<file path="config.mk">
export PLATFORM = sky130hd
export DESIGN_NAME = phm_top
export DESIGN_NICKNAME = d
export VERILOG_FILES = /design/src/rtl/phm_pkg.sv /design/src/rtl/phm_pin_cell.sv /design/src/rtl/phm_top.sv
export VERILOG_INCLUDE_DIRS = /design/src /design/src/rtl
export SDC_FILE = /design/constraint.sdc
export NUM_CORES = 1
export LEC_CHECK = 0
export ABC_AREA = 1
export BUFFER_PORTS_ARGS = -buffer_cell sky130_fd_sc_hd__buf_2
export CAP_MARGIN = 20
export CORE_MARGIN = 8
export CORE_UTILIZATION = 47
export CTS_CLUSTER_DIAMETER = 60
export CTS_CLUSTER_SIZE = 25
export DETAILED_ROUTE_END_ITERATION = 10
export PLACE_DENSITY = 0.78
export SLEW_MARGIN = 10
export SYNTH_ARGS = -nofsm -noshare
export SYNTH_HDL_FRONTEND = slang
export SYNTH_SLANG_ARGS = --single-unit
</file>
<file path="constraint.sdc">
create_clock -name clk -period 0.95 [get_ports clk]
set_input_delay 0.285 -clock clk [delete_from_list [all_inputs] [get_ports clk]]
set_output_delay 0.285 -clock clk [all_outputs]
set_load 0.02 [all_outputs]
</file>
<file path="src/rtl/phm_params.svh">
// offsets, field positions and reset values for the port pin multiplexer
`ifndef PHM_PARAMS_SVH
`define PHM_PARAMS_SVH

// register offsets on the plain register port
`define PHM_OFF_DIR        3'h0
`define PHM_OFF_DATA       3'h1
`define PHM_OFF_PORT       3'h2
`define PHM_OFF_LCD_PORT   3'h3
`define PHM_OFF_LCD_CTRL2  3'h4
`define PHM_OFF_SYS_CLK2   3'h5

// field positions in the lcd port control register
`define PHM_SEG_LSB        0
`define PHM_SEG_MSB        3
`define PHM_DUTY_LSB       4
`define PHM_DUTY_MSB       5
`define PHM_CMX_BIT        6
// supply split sits in the lcd control two register
`define PHM_SUPPLY_SPLIT_BIT_BIT       0
// clock pin output enable sits in the system clock control two register
`define PHM_CLKOE_BIT      0

// reset values
`define PHM_RST_DIR        5'h00
`define PHM_RST_DATA       5'h00
`define PHM_RST_SEG        4'h0
`define PHM_RST_DUTY       2'h0
`define PHM_RST_BIT        1'b0
`define PHM_RST_RDATA      8'h00

`endif

</file>
<file path="src/rtl/phm_pkg.sv">
// types shared by the port pin multiplexer files
package phm_pkg;

  typedef enum logic [1:0] {
    PHM_MODE_GP   = 2'b00,  // general-purpose pin under its direction bit
    PHM_MODE_ALT  = 2'b01,  // alternate function drives the pin
    PHM_MODE_HOLD = 2'b10   // forced input for prohibited settings
  } phm_pin_mode_t;

endpackage : phm_pkg

</file>
<file path="src/rtl/phm_pin_cell.sv">
// one multiplexed port pin: input synchroniser, output and enable flops
`timescale 1ns/1ps
module phm_pin_cell (
  input  wire logic                  clk,       // system clock
  input  wire logic                  sys_rst,   // synchronous reset, active high
  input  wire phm_pkg::phm_pin_mode_t mode,     // selected pin function
  input  wire logic                  dir,       // direction bit, 1 = output
  input  wire logic                  data,      // stored output data
  input  wire logic                  alt_val,   // alternate function level
  input  wire logic                  pin_in,    // raw pin level
  output logic                       pin_out,   // level driven on the pin
  output logic                       pin_oe,    // high while the pin is driven
  output logic                       read_val   // value seen by a port read
);

  logic sync1_q;
  logic sync2_q;
  logic out_q;
  logic out_d;
  logic oe_q;
  logic oe_d;

  // ==========================================================
  // next output state
  always_comb
  begin
    out_d = data;
    oe_d  = 1'b0;
    case (mode)
      phm_pkg::PHM_MODE_GP:
      begin
        out_d = data;
        oe_d  = dir;
      end
      phm_pkg::PHM_MODE_ALT:
      begin
        out_d = alt_val;
        oe_d  = 1'b1;
      end
      phm_pkg::PHM_MODE_HOLD:
      begin
        out_d = 1'b0;
        oe_d  = 1'b0;
      end
      default:
      begin
        out_d = 1'b0;
        oe_d  = 1'b0;
      end
    endcase
  end

  // ==========================================================
  // registers
  always_ff @(posedge clk)
  begin
    if (sys_rst)
    begin
      sync1_q <= 1'b0;
      sync2_q <= 1'b0;
      out_q   <= 1'b0;
      oe_q    <= 1'b0;
    end
    else
    begin
      sync1_q <= pin_in;
      sync2_q <= sync1_q;
      out_q   <= out_d;
      oe_q    <= oe_d;
    end
  end

  assign pin_out  = out_q;
  assign pin_oe   = oe_q;
  // only the second synchroniser stage is looked at
  assign read_val = dir ? data : sync2_q;

endmodule : phm_pin_cell

</file>
<file path="src/rtl/phm_top.sv">
// port pin multiplexer for clock output and lcd common pins
// Notes on behaviour
// - clock enable selects clock, else direction
// - segment select values enable common outputs
// - pin 3 general-purpose when commons off/short
// - pin 3 drives common 4 per duty
// - pin 2 drives common 3 when wide
// - pin 1 drives common 2 when wide
// - pin 0 drives common 1 when enabled
// - port read: data if output, pin otherwise
//
// The implementer's own choices: the register addresses and the address-and-strobe port.
`timescale 1ns/1ps
`include "phm_params.svh"
module phm_top #(
  parameter bit HAS_CLK_OUT = 1'b1  // 1: clock-out variant, 0: supply-split variant
) (
  input  wire logic       clk,        // system clock, 10 MHz
  input  wire logic       sys_rst,    // synchronous reset, active high
  input  wire logic [2:0] reg_addr,   // register offset
  input  wire logic [7:0] reg_wdata,  // write data
  input  wire logic       reg_we,     // write strobe
  input  wire logic       reg_re,     // read strobe
  output logic      [7:0] reg_rdata,  // read data, cycle after the strobe
  input  wire logic [3:0] com_drv,    // common waveforms 4..1 from lcd timing
  input  wire logic [4:0] pin_in,     // pin levels, asynchronous
  output logic      [4:0] pin_out,    // pin output levels
  output logic      [4:0] pin_oe      // pin output enables
);

  logic [4:0] dir_q;
  logic [4:0] dir_d;
  logic [4:0] data_q;
  logic [4:0] data_d;
  logic [3:0] seg_q;
  logic [3:0] seg_d;
  logic [1:0] duty_q;
  logic [1:0] duty_d;
  logic       cmx_q;
  logic       cmx_d;
  logic       supply_split_bit_q;
  logic       supply_split_bit_d;
  logic       clkoe_q;
  logic       clkoe_d;
  logic       clk_div_q;
  logic       clk_div_d;
  logic [7:0] rdata_q;
  logic [7:0] rdata_d;

  logic       com_en;
  logic       seg_zero;
  logic       supply_split_bit_eff;
  logic       wide_com;
  logic [4:0] alt_val;
  logic [4:0] read_val;
  phm_pkg::phm_pin_mode_t pin_mode [5];

  // ==========================================================
  // register writes and reads
  always_comb
  begin
    dir_d   = dir_q;
    data_d  = data_q;
    seg_d   = seg_q;
    duty_d  = duty_q;
    cmx_d   = cmx_q;
    supply_split_bit_d  = supply_split_bit_q;
    clkoe_d = clkoe_q;
    if (reg_we)
    begin
      case (reg_addr)
        `PHM_OFF_DIR:       dir_d  = reg_wdata[4:0];
        `PHM_OFF_DATA:      data_d = reg_wdata[4:0];
        `PHM_OFF_LCD_PORT:
        begin
          seg_d  = reg_wdata[`PHM_SEG_MSB:`PHM_SEG_LSB];
          duty_d = reg_wdata[`PHM_DUTY_MSB:`PHM_DUTY_LSB];
          cmx_d  = reg_wdata[`PHM_CMX_BIT];
        end
        `PHM_OFF_LCD_CTRL2: supply_split_bit_d  = reg_wdata[`PHM_SUPPLY_SPLIT_BIT_BIT];
        `PHM_OFF_SYS_CLK2:  clkoe_d = reg_wdata[`PHM_CLKOE_BIT];
        default:            dir_d   = dir_q;
      endcase
    end
    // read data stand for one cycle only; direction bits are write-only
    rdata_d = 8'h00;
    if (reg_re)
    begin
      case (reg_addr)
        `PHM_OFF_DATA:      rdata_d = {3'h0, data_q};
        `PHM_OFF_PORT:      rdata_d = {3'h0, read_val};
        `PHM_OFF_LCD_PORT:  rdata_d = {1'b0, cmx_q, duty_q, seg_q};
        `PHM_OFF_LCD_CTRL2: rdata_d = {7'h00, supply_split_bit_q};
        `PHM_OFF_SYS_CLK2:  rdata_d = {7'h00, clkoe_q};
        default:            rdata_d = 8'h00;
      endcase
    end
    // clock pin runs at half the system rate: a flop cannot pass clk itself
    clk_div_d = clkoe_q ? ~clk_div_q : 1'b0;
  end

  always_ff @(posedge clk)
  begin
    if (sys_rst)
    begin
      dir_q     <= `PHM_RST_DIR;
      data_q    <= `PHM_RST_DATA;
      seg_q     <= `PHM_RST_SEG;
      duty_q    <= `PHM_RST_DUTY;
      cmx_q     <= `PHM_RST_BIT;
      supply_split_bit_q    <= `PHM_RST_BIT;
      clkoe_q   <= `PHM_RST_BIT;
      clk_div_q <= `PHM_RST_BIT;
      rdata_q   <= `PHM_RST_RDATA;
    end
    else
    begin
      dir_q     <= dir_d;
      data_q    <= data_d;
      seg_q     <= seg_d;
      duty_q    <= duty_d;
      cmx_q     <= cmx_d;
      supply_split_bit_q    <= supply_split_bit_d;
      clkoe_q   <= clkoe_d;
      clk_div_q <= clk_div_d;
      rdata_q   <= rdata_d;
    end
  end

  assign reg_rdata = rdata_q;

  // ==========================================================
  // pin function decode
  always_comb
  begin
    seg_zero = (seg_q == 4'h0);
    if (HAS_CLK_OUT)
      com_en = (seg_q[2:1] == 2'b01) || (seg_q[3:1] == 3'b010) || (seg_q == 4'hc);
    else
      com_en = (seg_q == 4'h1) || (seg_q[3:1] == 3'b001) || (seg_q[3:1] == 3'b010);
    // supply split exists only on the variant without clock output
    supply_split_bit_eff = HAS_CLK_OUT ? 1'b0 : supply_split_bit_q;
    wide_com = duty_q[1] || cmx_q;
    alt_val  = {clk_div_q, com_drv};
    for (int i = 0; i < 5; i++)
      pin_mode[i] = phm_pkg::PHM_MODE_GP;
    if (HAS_CLK_OUT && clkoe_q)
      pin_mode[4] = phm_pkg::PHM_MODE_ALT;
    if (com_en)
    begin
      pin_mode[0] = phm_pkg::PHM_MODE_ALT;
      if (wide_com)
        pin_mode[1] = phm_pkg::PHM_MODE_ALT;
      if (wide_com)
        pin_mode[2] = phm_pkg::PHM_MODE_ALT;
      if (duty_q == 2'b11 || cmx_q)
        pin_mode[3] = phm_pkg::PHM_MODE_ALT;
      // prohibited split setting holds pin 3 as input
      else if (duty_q == 2'b10 && supply_split_bit_eff)
        pin_mode[3] = phm_pkg::PHM_MODE_HOLD;
    end
    else if (!seg_zero)
    begin
      // undefined segment select holds common pins as inputs
      for (int i = 0; i < 4; i++)
        pin_mode[i] = phm_pkg::PHM_MODE_HOLD;
    end
  end

  // ==========================================================
  // pin cells
  for (genvar g = 0; g < 5; g++)
  begin : g_pin
    phm_pin_cell u_cell (
      .clk      (clk),
      .sys_rst  (sys_rst),
      .mode     (pin_mode[g]),
      .dir      (dir_q[g]),
      .data     (data_q[g]),
      .alt_val  (alt_val[g]),
      .pin_in   (pin_in[g]),
      .pin_out  (pin_out[g]),
      .pin_oe   (pin_oe[g]),
      .read_val (read_val[g])
    );
  end
endmodule : phm_top

</file>
==> summary.md <==
| Metric | Value |
|---|---|
| RSZ-0062 raised after global routing | `yes` |
| Placeable core area | `between 3000 and 4000 um^2` |
| Place WS | `-274 ps` |
| Crit path time final | `1150 ps` |
| CTS H-tree lvls | `2` |
| Clk root buf | `clkbuf_8` |
| Most common cell after layout, fill and taps aside | `inv_1` |
| Worst-skew pair later-pin latency | `300 ps` |
| Final Hold Vio Count | `0` |
| Vias in the first global route | `1693` |
| First-pass GRT wire length | `7560 um` |
| HP Class | `in2reg` |
| HP Start | `pin_in[1]` |
| Vias per std cell | `5.00` |
| Antenna violations before repair | `0` |
| Starting density of the core | `between 40 and 50%` |
| Crit Path Max Fanout | `6` |
| Lkg Pwr | `1.15 nW` |
| Critical path arrival | `roughly 1400 ps` |
| Max Fclk | `between 800 and 900 MHz` |
| Max IR drop VDD | `880 uV` |
| GRT Resource Usage Total | `15.4%` |
| Seq/Total Area, Yosys | `50.0%` |
| Worst setup SP type | `register` |
| Status | `complete, but fails checks` |
| Clock Sink Count | `47` |
| Synth Area per Inst | `7.97 um^2` |
| Die X-Extent | `approximately 79 um` |
| Failing checks | `negative setup slack` |
| Power per Cell Area | `1470 nW/um^2` |
| R2R Path Start | `seg_q[2]` |
| Mapped Cells | `between 200 and 250` |
| Synth cell types | `25` |
| Crit path kind | `reg2reg` |
| Cell depth of the worst flop-to-flop path | `5` |
| I/O Buffers | `39` |
| CP startpoint | `seg_q[2]` |
| # DRC | `0` |
| TritonRoute pass-1 iters | `4` |
| Die ar. | `6280 um^2` |
| Simple-gate area share of the yosys netlist | `18.4%` |
| Layout cell share with drive strength beyond 1 | `48.6%` |
| Most frequent cells in the layout | `26 x inv_1, 25 x buf_4, 23 x a21oi_1, 23 x dfxtp_1` |
| Chip height | `79.3 um` |
| Setup violators final | `25` |
| Total gr overflow | `0` |
| Worst Setup Slack, final | `-201 ps` |
| Largest family of logic cells by synthesized area | `simple AND/OR/NAND/NOR gates` |
| Hold-fix buffers, CTS | `0` |
| Pins Over Slew Limit | `0` |
| Worst-path clk slew | `80 ps` |
| Hold path cells | `3` |
| Worst hold slack | `between 150 and 200 ps` |
| Ant. Diodes | `0` |
| Number of synthesized register bits | `47` |
| Yosys warning total | `0` |
| Synth Cell Area | `1880 um^2` |
| Final antenna-violating net count | `0` |
| Xor-xnor portion of the synthesized cell area | `0%` |
| Rows | `23` |
| Period utilisation layout | `121%` |
| Final wirelength | `a little under 5000 um` |
| Final total power | `3.84 mW` |
| Final core occ | `66.8%` |
| Via count | `1710` |
| Routed len/inst | `14.1 um` |
| Largest cells by area after synthesis | `dfxtp_1 50%, a21oi_1 7.7%, inv_1 6.8%, o21ai_0 5.9%, nand2_1 4.8%` |
| Max-cap viol count | `0` |
| Clock Skew | `between 6 and 7 ps` |
| Req. time, crit path | `~1200 ps` |
| Starting DRC count in detailed routing | `155` |
| TritonCTS clock tree | `built` |
| Layout overhead on the synthesized area | `39.1%` |
| Reg2reg setup slack | `-200 ps` |
| Mux share of post-synthesis cell area | `0%` |
| Worst Setup End Kind | `register` |
| Compound-Gate Fraction of Synth Area | `between 10% and 20%` |
| CTS Buffer Depth | `2` |
| DP HPWL | `3230 um` |
| Final #Nets | `315` |
| Yosys top cell area share | `around half` |
| Largest net degree at the start of global routing | `17` |
| Synth area leader | `dfxtp_1` |
| CTS Buf Count | `5` |
| Synth Area in Adders | `0%` |
| Routability cong. | `0.825` |
| Syn_nets | `260` |
| I/O pin count | `42` |
==> what timing repair did <==
item | in CTS | in global routing
gates cloned | 0 | 0
pin swaps | 10 | 16
setup buffers | 1 | 5
hold endpoints to repair | 0 | 0
setup endpoints to repair | 26 | 34
resized for setup | 81 | 23
==> worst paths after layout <==
path | end
hold / removal | g_pin[1].u_cell.sync1_q
setup reg to reg | g_pin[3].u_cell.pin_out
setup / recovery | g_pin[3].u_cell.pin_out
hold reg to reg | g_pin[3].u_cell.sync2_q
==> per-stage QoR <==
stage / std cells / setup TNS, ps / area, um^2
finish: 342 / -2230 / 2620
global route: 342 / -3140 / 2620
CTS: 337 / -1800 / 2540
detailed placement: 328 / -5680 / 2200
global placement: 328 / -4510 / 2200
floorplan: 236 / -1.87 / 1920
==> critical path, stage by stage (launching register included) <==
cell,delay (ps)
dfxtp_4,380
nand2_4,80
inv_2,40
nor2_4,190
nand4_1,190
a21oi_1,200
==> layer usage <==
| layer | track usage, % | wire length (um) |
|---|---|---|
| met3 | 5.08 | 273 |
| met5 | 0 | 0 |
| met2 | 27.0 | 2530 |
| met4 | 7.41 | 104 |
| met1 | 16.3 | 1900 |
==> area by class of cell <==
type                    instances  area, um^2
multi-input cells             134         822
repair buffers                 65         500
well taps                      50        62.6
flip-flops and latches         47         976
inverters                      38         154
clock buffers                   8         100
fillers                       337        1300
==> kinds of logic after synthesis <==
logic type	after synthesis
buffers and inverters	55
AO/OA/AOI/OAI	62
AND/OR/NAND/NOR	71
flip-flops	47
other	1
==> cell usage after synthesis, drive strengths merged <==
| library cell | n |
|---|---|
| nor2 | 20 |
| conb | 1 |
| clkinv | 1 |
| dfxtp | 47 |
| nand2 | 27 |
| buf | 17 |
| o21ai | 31 |
| nand3 | 17 |
| a21oi | 30 |
| nor3 | 3 |
| nand4 | 4 |
| inv | 37 |
| o211ai | 1 |
==> power by group <==
part | switching [mW] | leakage, nW | internal [mW] | total (mW)
combinational | 0.275 | 0.702 | 0.196 | 0.471
sequential | 0.0369 | 0.395 | 2.03 | 2.07
clock | 0.637 | 0.0515 | 0.664 | 1.30
==> flip-flops by register name, summed over array words and instances (netlist names) <==
register and count:
reg_rdata 7, data_q 5, dir_q 5, g_pin.u_cell.pin_oe 5
g_pin.u_cell.pin_out 5, g_pin.u_cell.sync1_q 5, g_pin.u_cell.sync2_q 5, seg_q 4
duty_q 2, clk_div_q 1, clkoe_q 1, cmx_q 1
supply_split_bit_q 1
(Power assumes the default switching activity.)
